File: config.mk
export PLATFORM = sky130hd
export DESIGN_NAME = eccp_unit
export DESIGN_NICKNAME = d
export VERILOG_FILES = /design/src/pkg/eccp_pkg.sv /design/src/verilog/eccp_unit.sv
export SDC_FILE = /design/constraint.sdc
export NUM_CORES = 1
export LEC_CHECK = 0
export BUFFER_PORTS_ARGS = -buffer_cell sky130_fd_sc_hd__buf_2
export CAP_MARGIN = 40
export CORE_UTILIZATION = 53
export DETAILED_ROUTE_END_ITERATION = 10
export PLACE_DENSITY = 0.87
export SKIP_CTS_REPAIR_TIMING = 1
export SYNTH_ARGS = -nofsm -noshare
export SYNTH_HDL_FRONTEND = slang
export SYNTH_SLANG_ARGS = --single-unit
File: constraint.sdc
create_clock -name pclk -period 6 [get_ports pclk]
set_input_delay 0.6 -clock pclk [delete_from_list [all_inputs] [get_ports pclk]]
set_output_delay 0.6 -clock pclk [all_outputs]
set_load 0.02 [all_outputs]
File: src/pkg/eccp_pkg.sv
/*
 * constants, register map and carrier types of the enhanced
 * capture/compare/pwm unit.
 * assumes a 32-bit apb register bus, 16-bit external timers one and three and an 8-bit timer two.
 */
package eccp_pkg;

    // register byte offsets on the apb bus
    localparam logic [7:0] OFF_CONTROL = 8'h00;
    localparam logic [7:0] OFF_DATA_LOW = 8'h04;
    localparam logic [7:0] OFF_DATA_HIGH = 8'h08;
    localparam logic [7:0] OFF_STATUS = 8'h0c;
    localparam logic [7:0] OFF_CONFIG = 8'h10;

    // reset values
    localparam logic [7:0] CONTROL_RST = 8'h00;
    localparam logic [7:0] DATA_RST = 8'h00;

    // status and config bit positions
    localparam int STAT_IRQ_BIT = 0;
    localparam int STAT_PWM_BIT = 1;
    localparam int CFG_TBASE_BIT = 0;

    // mode select codes
    localparam logic [3:0] MODE_OFF = 4'h0;
    localparam logic [3:0] MODE_CMP_TOGGLE = 4'h2;
    localparam logic [3:0] MODE_CAP_FALL = 4'h4;
    localparam logic [3:0] MODE_CAP_RISE = 4'h5;
    localparam logic [3:0] MODE_CAP_RISE4 = 4'h6;
    localparam logic [3:0] MODE_CAP_RISE16 = 4'h7;
    localparam logic [3:0] MODE_CMP_SET = 4'h8;
    localparam logic [3:0] MODE_CMP_CLEAR = 4'h9;
    localparam logic [3:0] MODE_CMP_NONE = 4'ha;
    localparam logic [3:0] MODE_CMP_SPECIAL = 4'hb;
    localparam logic [1:0] MODE_PWM_HI = 2'h3;

    // output configurations in pwm
    localparam logic [1:0] CFG_SINGLE = 2'h0;
    localparam logic [1:0] CFG_FULL_FWD = 2'h1;
    localparam logic [1:0] CFG_HALF = 2'h2;
    localparam logic [1:0] CFG_FULL_REV = 2'h3;

    // capture edge prescale terminal counts
    localparam logic [3:0] PRESC_LAST4 = 4'h3;
    localparam logic [3:0] PRESC_LAST16 = 4'hf;

    // control register layout
    typedef struct packed {
        logic [1:0] output_config_field;
        logic [1:0] duty_low_bits;
        logic [3:0] mode_select_field;
    } unit_control_t;

    // one shared port pin group as seen by the port logic
    typedef struct packed {
        logic [3:0] dir_input;
        logic [3:0] data;
        logic [3:0] oe;
    } port_side_t;

endpackage

File: src/verilog/eccp_unit.sv
/*
 * enhanced capture/compare/pwm unit with apb register access.
 * assumes timers one, two and three, the converter and the port
 * logic live outside; all inputs are synchronous to pclk.
 */
// Implementation choices: the placing of the registers and the APB interface to the registers.
// Notes on behaviour
// - one 16-bit data register serves capture, compare or pwm duty
// - mode 0000 switches everything off and resets internal state
// - modes 0001 and 0011 are reserved and enable nothing
// - mode 0010 toggles the pin and sets the flag on match
// - capture on falling, rising, every 4th or 16th rising edge
// - compare match sets, clears or leaves the pin; flag set always
// - mode 1011 sets flag, resets timer base, starts enabled conversion
// - modes 11xx are pwm; bit1 inverts a/c, bit0 inverts b/d
// - outside pwm the config is ignored; a is ccp pin, rest port
// - config 00: only a modulated, b c d port pins
// - config 01: d modulated, a active, b c inactive
// - config 10: a and b modulated, c d port pins
// - config 11: b modulated, c active, a d inactive
// - pwm duty is data low byte with control bits 5:4 below
// - control, data and config read and write; status reads, flag is write-one-to-clear; control resets to zero
// - capture/compare use timer one or three, pwm timer two
// - pwm frequency and update rate come from timer two
// - capture time base is chosen independently of other unit
// - pin steering by control pattern: one, two or four pins
// - dual and quad pwm override the parallel slave port
// - an assigned output reaches its pin only when direction is out
// - pwm control values take effect at the next period start
`timescale 1ns/1ps
module eccp_unit
    import eccp_pkg::*;
(
    // clock and reset
    input wire logic pclk,
    input wire logic presetn,
    // apb slave
    input wire logic psel,
    input wire logic penable,
    input wire logic pwrite,
    input wire logic [7:0] paddr,
    input wire logic [31:0] pwdata,
    output logic [31:0] prdata,
    output logic pready,
    output logic pslverr,
    // time bases
    input wire logic [15:0] timer_one,
    input wire logic [15:0] timer_three,
    input wire logic [7:0] timer_two,
    input wire logic [1:0] timer_two_phase,
    input wire logic timer_two_reset,
    output logic timer_one_clear,
    output logic timer_three_clear,
    // converter
    input wire logic adc_enabled,
    output logic adc_start,
    // capture input and shared pins
    input wire logic capture_pin_in,
    input wire port_side_t port_side,
    output logic [3:0] pin_out,
    output logic [3:0] pin_oe,
    // flag
    output logic unit_irq_flag
);

    ////////////////////////////////////////////////////////////////////
    // registers

    unit_control_t unit_control_reg_ff;
    unit_control_t ctrl_act_ff;
    logic [7:0] unit_data_low_ff;
    logic [7:0] unit_data_high_ff;
    logic time_base_ff;
    logic irq_ff;
    logic [31:0] prdata_ff;
    logic [9:0] duty_act_ff;
    logic pwm_ff;
    logic pin_latch_ff;
    logic cap_prev_ff;
    logic cmp_eq_prev_ff;
    logic [3:0] presc_ff;
    logic special_ff;

    logic wr_en;
    logic rd_en;
    logic mapped;
    logic live_pwm;
    logic live_off;
    logic is_capture;
    logic is_compare;
    logic [15:0] tbase;
    logic cmp_match;
    logic cap_edge;
    logic cap_event;
    logic irq_set;
    logic irq_clr;
    logic [9:0] duty_new;
    unit_control_t eff;
    logic eff_pwm;
    logic inv_ac;
    logic inv_bd;
    logic [3:0] unit_val;
    logic [3:0] unit_own;

    ////////////////////////////////////////////////////////////////////
    // apb decode: zero wait states, error on unmapped offsets

    assign wr_en = psel & penable & pwrite;
    assign rd_en = psel & ~penable & ~pwrite;
    assign mapped = (paddr == OFF_CONTROL) || (paddr == OFF_DATA_LOW) ||
                    (paddr == OFF_DATA_HIGH) || (paddr == OFF_STATUS) ||
                    (paddr == OFF_CONFIG);
    assign pready = 1'b1;
    assign pslverr = psel & penable & ~mapped;
    assign prdata = prdata_ff;

    // read data captured in the setup phase so it leaves a flip-flop
    always_ff @(posedge pclk or negedge presetn) begin
        if (!presetn) begin
            prdata_ff <= '0;
        end else if (rd_en) begin
            unique case (paddr)
                OFF_CONTROL: prdata_ff <= {24'h00_0000, unit_control_reg_ff};
                OFF_DATA_LOW: prdata_ff <= {24'h00_0000, unit_data_low_ff};
                OFF_DATA_HIGH: prdata_ff <= {24'h00_0000, unit_data_high_ff};
                OFF_STATUS: prdata_ff <= {30'h0000_0000, pwm_ff, irq_ff};
                OFF_CONFIG: prdata_ff <= {31'h0000_0000, time_base_ff};
                default: prdata_ff <= '0;
            endcase
        end
    end

    // control and time base select
    always_ff @(posedge pclk or negedge presetn) begin
        if (!presetn) begin
            unit_control_reg_ff <= CONTROL_RST;
            time_base_ff <= 1'b0;
        end else if (wr_en) begin
            if (paddr == OFF_CONTROL) begin
                unit_control_reg_ff <= pwdata[7:0];
            end
            if (paddr == OFF_CONFIG) begin
                time_base_ff <= pwdata[CFG_TBASE_BIT];
            end
        end
    end

    ////////////////////////////////////////////////////////////////////
    // mode decode; reserved codes fall in no class

    assign live_pwm = unit_control_reg_ff.mode_select_field[3:2] ==
                      MODE_PWM_HI;
    assign live_off = unit_control_reg_ff.mode_select_field == MODE_OFF;
    assign is_capture = unit_control_reg_ff.mode_select_field[3:2] ==
                        2'b01;
    assign is_compare =
        (unit_control_reg_ff.mode_select_field == MODE_CMP_TOGGLE) ||
        (unit_control_reg_ff.mode_select_field[3:2] == 2'b10);
    assign tbase = time_base_ff ? timer_three : timer_one;

    ////////////////////////////////////////////////////////////////////
    // capture edge detect and prescale

    always_comb begin
        unique case (unit_control_reg_ff.mode_select_field)
            MODE_CAP_FALL: cap_edge = cap_prev_ff & ~capture_pin_in;
            MODE_CAP_RISE, MODE_CAP_RISE4, MODE_CAP_RISE16:
                cap_edge = ~cap_prev_ff & capture_pin_in;
            default: cap_edge = 1'b0;
        endcase
    end

    always_comb begin
        unique case (unit_control_reg_ff.mode_select_field)
            MODE_CAP_RISE4: cap_event = cap_edge && presc_ff == PRESC_LAST4;
            MODE_CAP_RISE16: cap_event = cap_edge && presc_ff == PRESC_LAST16;
            default: cap_event = cap_edge;
        endcase
    end

    // the prescaler restarts whenever software writes a different mode
    always_ff @(posedge pclk or negedge presetn) begin
        if (!presetn) begin
            presc_ff <= '0;
            cap_prev_ff <= 1'b0;
        end else begin
            cap_prev_ff <= capture_pin_in;
            if (live_off || !is_capture ||
                (wr_en && paddr == OFF_CONTROL && pwdata[3:0] !=
                 unit_control_reg_ff.mode_select_field)) begin
                presc_ff <= '0;
            end else if (cap_event) begin
                presc_ff <= '0;
            end else if (cap_edge) begin
                presc_ff <= presc_ff + 4'h1;
            end
        end
    end

    ////////////////////////////////////////////////////////////////////
    // compare: one match pulse per equality episode

    assign cmp_match = is_compare && !cmp_eq_prev_ff &&
                       tbase == {unit_data_high_ff, unit_data_low_ff};

    always_ff @(posedge pclk or negedge presetn) begin
        if (!presetn) begin
            cmp_eq_prev_ff <= 1'b0;
            pin_latch_ff <= 1'b0;
        end else if (live_off) begin
            cmp_eq_prev_ff <= 1'b0;
            pin_latch_ff <= 1'b0;
        end else begin
            cmp_eq_prev_ff <= is_compare &&
                tbase == {unit_data_high_ff, unit_data_low_ff};
            if (cmp_match) begin
                unique case (unit_control_reg_ff.mode_select_field)
                    MODE_CMP_TOGGLE: pin_latch_ff <= ~pin_latch_ff;
                    MODE_CMP_SET: pin_latch_ff <= 1'b1;
                    MODE_CMP_CLEAR: pin_latch_ff <= 1'b0;
                    default: pin_latch_ff <= pin_latch_ff;
                endcase
            end
        end
    end

    // special event pulses, one cycle after the match
    always_ff @(posedge pclk or negedge presetn) begin
        if (!presetn) begin
            special_ff <= 1'b0;
        end else begin
            special_ff <= cmp_match && unit_control_reg_ff.mode_select_field
                          == MODE_CMP_SPECIAL;
        end
    end
    assign timer_one_clear = special_ff & ~time_base_ff;
    assign timer_three_clear = special_ff & time_base_ff;
    assign adc_start = special_ff & adc_enabled;

    ////////////////////////////////////////////////////////////////////
    // data register; hardware capture and pwm reload beat software

    assign duty_new = {unit_data_low_ff, unit_control_reg_ff.duty_low_bits};

    always_ff @(posedge pclk or negedge presetn) begin
        if (!presetn) begin
            unit_data_low_ff <= DATA_RST;
            unit_data_high_ff <= DATA_RST;
        end else if (cap_event) begin
            {unit_data_high_ff, unit_data_low_ff} <= tbase;
        end else begin
            if (wr_en && paddr == OFF_DATA_LOW) begin
                unit_data_low_ff <= pwdata[7:0];
            end
            if (live_pwm && timer_two_reset) begin
                unit_data_high_ff <= unit_data_low_ff;
            end else if (wr_en && paddr == OFF_DATA_HIGH) begin
                unit_data_high_ff <= pwdata[7:0];
            end
        end
    end

    ////////////////////////////////////////////////////////////////////
    // flag: write one to clear, a set in the same cycle wins

    assign irq_set = cap_event || cmp_match;
    assign irq_clr = wr_en && paddr == OFF_STATUS && pwdata[STAT_IRQ_BIT];

    always_ff @(posedge pclk or negedge presetn) begin
        if (!presetn) begin
            irq_ff <= 1'b0;
        end else if (irq_set) begin
            irq_ff <= 1'b1;
        end else if (irq_clr) begin
            irq_ff <= 1'b0;
        end
    end
    assign unit_irq_flag = irq_ff;

    ////////////////////////////////////////////////////////////////////
    // pwm engine on timer two with double-buffered control and duty

    always_ff @(posedge pclk or negedge presetn) begin
        if (!presetn) begin
            ctrl_act_ff <= CONTROL_RST;
            duty_act_ff <= '0;
            pwm_ff <= 1'b0;
        end else if (live_off) begin
            ctrl_act_ff <= CONTROL_RST;
            duty_act_ff <= '0;
            pwm_ff <= 1'b0;
        end else if (!live_pwm) begin
            ctrl_act_ff <= unit_control_reg_ff;
            pwm_ff <= 1'b0;
        end else if (timer_two_reset) begin
            ctrl_act_ff <= unit_control_reg_ff;
            duty_act_ff <= duty_new;
            pwm_ff <= duty_new != '0;
        end else if (pwm_ff &&
                     {timer_two, timer_two_phase} == duty_act_ff) begin
            pwm_ff <= 1'b0;
        end
    end

    // pwm waits for the period start; leaving pwm is immediate
    assign eff = live_pwm ? ctrl_act_ff : unit_control_reg_ff;
    assign eff_pwm = eff.mode_select_field[3:2] == MODE_PWM_HI;
    assign inv_ac = eff.mode_select_field[1];
    assign inv_bd = eff.mode_select_field[0];

    ////////////////////////////////////////////////////////////////////
    // output steering: value and ownership of pins a..d

    always_comb begin
        unit_val = {1'b0, 1'b0, 1'b0, pin_latch_ff};
        unit_own = 4'b0001;
        if (eff_pwm) begin
            unique case (eff.output_config_field)
                CFG_SINGLE: begin
                    unit_val = {3'b000, pwm_ff ^ inv_ac};
                    unit_own = 4'b0001;
                end
                CFG_FULL_FWD: begin
                    unit_val = {pwm_ff ^ inv_bd, inv_ac, inv_bd,
                                ~inv_ac};
                    unit_own = 4'b1111;
                end
                CFG_HALF: begin
                    unit_val = {2'b00, ~pwm_ff ^ inv_bd,
                                pwm_ff ^ inv_ac};
                    unit_own = 4'b0011;
                end
                CFG_FULL_REV: begin
                    unit_val = {inv_bd, ~inv_ac, pwm_ff ^ inv_bd,
                                inv_ac};
                    unit_own = 4'b1111;
                end
            endcase
        end
    end

    // owned pins override port and parallel slave port drive
    genvar gi;
    generate
        for (gi = 0; gi < 4; gi++) begin : g_pin
            assign pin_out[gi] = unit_own[gi] ? unit_val[gi]
                                              : port_side.data[gi];
            assign pin_oe[gi] = unit_own[gi] ? ~port_side.dir_input[gi]
                                             : port_side.oe[gi];
        end
    endgenerate

    ////////////////////////////////////////////////////////////////////
    // checks

    AST_OFF_CLEARS: assert property (@(posedge pclk)
        disable iff (!presetn) live_off |=> !pwm_ff && !pin_latch_ff)
        else $error("off mode left state set");
    AST_RESERVED_QUIET: assert property (@(posedge pclk)
        disable iff (!presetn)
        (unit_control_reg_ff.mode_select_field inside {4'h1, 4'h3})
        |-> !cmp_match && !cap_event)
        else $error("reserved mode produced an event");
    AST_TOGGLE: assert property (@(posedge pclk)
        disable iff (!presetn)
        cmp_match && unit_control_reg_ff.mode_select_field ==
        MODE_CMP_TOGGLE |=> pin_latch_ff != $past(pin_latch_ff) && irq_ff)
        else $error("toggle on match missing");
    AST_CAPTURE_LOAD: assert property (@(posedge pclk)
        disable iff (!presetn)
        cap_event |=> {unit_data_high_ff, unit_data_low_ff} == $past(tbase))
        else $error("capture did not load timer value");
    AST_SET_CLEAR: assert property (@(posedge pclk)
        disable iff (!presetn)
        cmp_match && unit_control_reg_ff.mode_select_field[3:1] == 3'b100
        |=> pin_latch_ff == ~$past(unit_control_reg_ff.mode_select_field[0]))
        else $error("set or clear on match wrong");
    AST_SPECIAL: assert property (@(posedge pclk)
        disable iff (!presetn)
        cmp_match && unit_control_reg_ff.mode_select_field ==
        MODE_CMP_SPECIAL |=> (timer_one_clear || timer_three_clear)
        ##1 !special_ff)
        else $error("special event pulse wrong");
    AST_FLAG_SET_WINS: assert property (@(posedge pclk)
        disable iff (!presetn) irq_set && irq_clr |=> irq_ff)
        else $error("flag clear beat a set");
    AST_NONPWM_PINS: assert property (@(posedge pclk)
        disable iff (!presetn)
        !live_pwm |-> pin_out[3:1] == port_side.data[3:1])
        else $error("non pwm mode took port pins");
    AST_DIR_GATE: assert property (@(posedge pclk)
        disable iff (!presetn)
        unit_own[0] && port_side.dir_input[0] |-> !pin_oe[0])
        else $error("pin driven while direction is input");
    AST_PERIOD_LOAD: assert property (@(posedge pclk)
        disable iff (!presetn)
        live_pwm && timer_two_reset |=> duty_act_ff == $past(duty_new))
        else $error("duty not buffered at period start");
    AST_PRESC_RESTART: assert property (@(posedge pclk)
        disable iff (!presetn)
        $changed(unit_control_reg_ff.mode_select_field) |-> presc_ff == '0)
        else $error("prescaler kept count across mode change");

    COV_CAPTURE16: cover property (@(posedge pclk) disable iff (!presetn)
        cap_event && unit_control_reg_ff.mode_select_field ==
        MODE_CAP_RISE16);
    COV_SPECIAL: cover property (@(posedge pclk) disable iff (!presetn)
        adc_start);
    COV_FULL_BRIDGE: cover property (@(posedge pclk) disable iff (!presetn)
        eff_pwm && eff.output_config_field == CFG_FULL_REV && pwm_ff);

endmodule // eccp_unit

**After elaboration in Yosys (flattened, before gate mapping)**

Cells that the tools add are included.

- $add $sub $neg: 1
- Equality and inequality tests: 26
- Muxes and demuxes: 41
- Bitwise gates (word level): 26
- Reduce and logical (&&, ||, !) cells: 42

Operators by type and width:

| operator | count |
|---|---|
| $mux 8 | 9 |
| $pmux 8 s5 | 1 |
| $mux 10 | 3 |
| $mux 4 | 5 |
| $mux 1 | 17 |
| $eq 16x16->1 | 1 |
| $eq 4x3->1 const B | 4 |
| $eq 4x4->1 const B | 4 |
| $eq 8x4->1 const B | 2 |
| $mux 16 | 1 |
| $pmux 4 s4 | 1 |
| $logic_and 1x1->1 | 14 |
| $not 1->1 | 13 |
| $pmux 4 s3 | 1 |
| $and 1x1->1 | 10 |
| $eq 10x10->1 | 1 |
| $eq 2x2->1 const B | 5 |
| $reduce_bool 10->1 | 1 |
| $reduce_bool 2->1 | 5 |
| $eq 4x2->1 const B | 2 |
| $eq 8x3->1 const B | 1 |
| $eq 8x5->1 const B | 1 |
| $logic_not 8->1 | 1 |
| $logic_or 1x1->1 | 8 |
| other kinds (16) | 25 |

- Flip-flop bits (word level): 85
- Input port bits: 102
- Output and inout port bits: 46
- Logic and storage cells: 154

**Depth between registers and ports, before layout**

- Word-level depth: 7
- Mapped depth: 10
- Depth with buffers taken out: 7

**Worst setup path after synthesis**

Ideal clock, no wire load.

- Kind: register to output
- Start point: register unit_control_reg_ff[2] (netlist name)
- End point: output port pin_out[1]
- Data arrival time: 2027 ps
- Required time: 5400 ps
- Slack: 3373 ps
- Stages on the path, launching flop included: 8
- Buffers on the path: 1
- Cell sequence: dfrtp_1 > buf_2 > nand2_1 > mux2i_1 > xnor2_1 > nand3b_1 > o21ai_0 > o32ai_1

- Longest elaborated chain between the ends: 7
- Elaborated cells between the ends (all ways): 15
- Those cells by class: 5 x eq/ne; 6 x mux; 2 x bitwise; 2 x reduce/logical

Ends and longest elaborated chain:

| what | RTL line | RTL |
|---|---|---|
| start, declared | eccp_unit.sv:69 | `unit_control_t unit_control_reg_ff;` |
| start signal, assigned | eccp_unit.sv:140 | `unit_control_reg_ff <= pwdata[7:0];` |
| $eq 2x2->1 | eccp_unit.sv:151 | `assign live_pwm = unit_control_reg_ff.mode_select_field[3:2] ==` |
| $mux 8 (*) | eccp_unit.sv:306 | `assign eff = live_pwm ? ctrl_act_ff : unit_control_reg_ff;` |
| $eq 2x2->1 / $eq 2x1->1 (equally long branches) | eccp_unit.sv:318 | `unique case (eff.output_config_field)` |
| $reduce_or 2->1 (no source line) | -- |  |
| $pmux 4 s3 | eccp_unit.sv:318 |  |
| $mux 4 | eccp_unit.sv:317 | `if (eff_pwm) begin` |
| $mux 1 (*) | eccp_unit.sv:346 | `assign pin_out[gi] = unit_own[gi] ? unit_val[gi]` |
| end, declared | eccp_unit.sv:60 | `output logic [3:0] pin_out,` |

Mark *: on every way between the ends. The rest lies on a longest branch, timed or not. The select of a mux whose other input is x is not followed.

**Worst setup path in the final report**

- Start point: register unit_control_reg_ff[3] (netlist name)
- End point: output port pin_out[1]

The elaborated chain is that of the path after synthesis.

==> reports/results.ini <==
[place]
dp_hpwl_mm = 6.87
port_buffers = 96
place_ws_ns = 3.17
globalplace.congestion = 0.861

[timing]
rsz0062_at_grt = no
setup_viol = 0
timing.final.ws_setup_ns = 2.85
max_freq_mhz = 318
fin_worst_skew_ns = 0.00978
period_share = 0.525
hold_violations = 0
worst_slew_pin_slew_ns = 0.871
min_period_ns = 3.15
slew_violations = 0
slew_headroom = 0.419
setup_tns_ns = 0

[global_routing]
grt_usage = 0.257
grt_max_degree = 60
antenna_found_initial = 0
overflow = 0
grt_pass1_vias = 3098
grt_pass1_wl_mm = 14.7

[setup_path]
cp-end-kind = primary output
crit_path_max_fanout = 11
start_kind = flip-flop
worstSetupPathType = reg2out
required_ns = 5.40
crit_arrival_ns = 2.55

[detailed_routing]
wl_met2_mm = 4.66
dr.pass1.iters = 5
ant_nets = 0
viasPerCell = 5.64
drc = 0
top_layer = met4
met1_length_mm = 3.80
wl_per_cell_um = 15.7
drtIter0Drc = 270
num_vias = 3383
wl_met3_um = 609
wirelength_mm = 9.40

[floorplanning]
die_w_um = 87.0
row_count = 30
dieArea_mm2 = 0.00757
die_h_um = 87.0
start_util = 0.558
io_pins = 148
core_area_mm2 = 0.00687

[clocking]
cts_sinks = 59
clock_path_buffers = 2
cts_tree = built
clock_latency_ns = 0.34
cts_buffers = 9
path_clk_slew_ns = 0.06
clockRootBuffer = clkbuf_8
htreeDepth = 3

[logic_synthesis]
netlist_area_mm2 = 0.00383
synth_area_per_cell_um2 = 9.25
synth_edf_count = 0
seq_area_frac_synth = 0.385
synthCells = 414
ys.flop_type = dfrtp_1
synth_seq_cells = 59
synth_cell_types = 52
async_flop_share = 1.00
ys.warnings.count = 0

[pwr]
p_leak_uw = 0.00214
intPower_uw = 773
ir_drop_v = 0.000115
total_power_uw = 1030
p_seq_frac = 0.409
power_density_mw_per_mm2 = 227
pwr-share-clk = 0.467
comb_power_share = 0.123
p_switching_uw = 255
switching_share = 0.248

[layout]
n_antenna_cell = 0
postLayoutCoreUtil = 0.659
area_delta_synth_final_pct = 18.2
final_layout_size_suffix_gt1_frac = 0.282
nets = 602

[hold_path]
hp-class = in2reg

[status]
status = finished clean

[job]
cap_violations = 0

-- critical path: stages, from the launching register on --
cell and delay [ns]:
dfrtp_1 0.59, nand2_1 0.29, mux2i_1 0.45, xnor2_1 0.16, nand3b_1 0.11, o21ai_0 0.10, o32ai_1 0.29, buf_2 0.21
-- state kept, by name, summed over array words and instances, names as in the netlist, 2 cells and up --
signal and count:
duty_act_ff 10, prdata 8, unit_data_high_ff 8, unit_data_low_ff 8
ctrl_act_ff 6, unit_control_reg_ff 6, presc_ff 4, duty_new 2
-- metal layers --
metal  vias up  GRT usage
li1       1593          -
met1      1601      0.311
met2       157      0.445
met3        32     0.0284
met4         0      0.148
met5         -          0
-- power by group through the flow --
stage | Combinational [uW] | Clock [uW] | Sequential [uW]
floorplan | 87.2 | 0 | 423
global placement | 121 | 0 | 428
detailed placement | 125 | 0 | 428
CTS | 126 | 481 | 420
global route | 140 | 503 | 422
finish | 127 | 480 | 421
-- stage by stage --
stage                     hold slack (ns)  cell area, um^2  cells
after floorplan                     0.304             3920    437
after global placement              0.460             4240    582
after detailed placement            0.471             4260    584
after CTS                           0.386             4530    600
after global routing                0.392             4530    600
final                               0.393             4530    600
-- cell usage in the layout (no fill, tap or decap), types with 4 or more instances in the layout --
cell type,instances
dfrtp_1,59
buf_2,96
bufinv_16,4
xor2_1,17
o21ai_0,32
clkbuf_8,9
inv_1,14
xnor2_1,13
nand4_1,7
mux2i_1,30
mux2_2,17
a22o_1,12
conb_1,25
nor2_1,22
nand2_1,44
o31ai_1,6
nor3_1,7
nand3_1,4
o211ai_1,8
a21oi_1,21
nor4_1,7
-- final timing paths --
| path | start | end | slack [ns] | depth (start not counted) |
|---|---|---|---|---|
| worst min register to register | prdata[5] | prdata[5] | 0.48 | 2 |
| max in group asynchronous | presetn | presc_ff[1] | 5.11 | 2 |
| worst min-delay path | capture_pin_in | cap_prev_ff | 0.39 | 1 |
| min in group asynchronous | presetn | prdata[1] | 0.40 | 2 |
| worst max-delay path | unit_control_reg_ff[3] | pin_out[1] | 2.85 | 7 |
| worst max register to register | time_base_ff | pin_latch_ff | 3.10 | 8 |
-- layout make-up --
cell class                      instances  area [um^2]
Fill cell                             537         2340
Multi-Input combinational cell        314         2090
Sequential cell                        59         1480
Timing Repair Buffer                  100          518
Clock inverter                          7          140
Clock buffer                            9          124
Tap cell                               96          120
Inverter                               15         56.3
-- synth_stat cells, types with 3 or more instances --
cell type  instances  area share
nor3_1             7      0.0091
buf_4             27       0.053
nor2_1            22       0.022
mux2i_1           30       0.078
xor2_1            17       0.039
nor2b_1            3      0.0049
nand3_1            4      0.0052
mux2_2            17       0.050
o211ai_1           8       0.016
buf_2              9       0.012
a22o_1            12       0.027
o21ai_1            3      0.0039
nor4_1             7       0.011
xnor2_1           13       0.030
nand2_1           44       0.043
a21oi_1           21       0.027
o21ai_0           32       0.042
inv_1             14       0.014
buf_1              4      0.0039
dfrtp_1           59        0.39
nand4_1            7       0.011
o31ai_1            6       0.012
a211o_1            3      0.0069
clkbuf_1           8      0.0078
-- cell families after synthesis --
family	synth area share
AOI/OAI and AO/OA	0.158
xor gates and xnor gates	0.0686
adders and majority gates	0.00327
buffers and inverters	0.0941
DFF	0.385
muxes	0.134
other	0.00196
and+or+nand+nor	0.155
(Power assumes the default switching activity.)
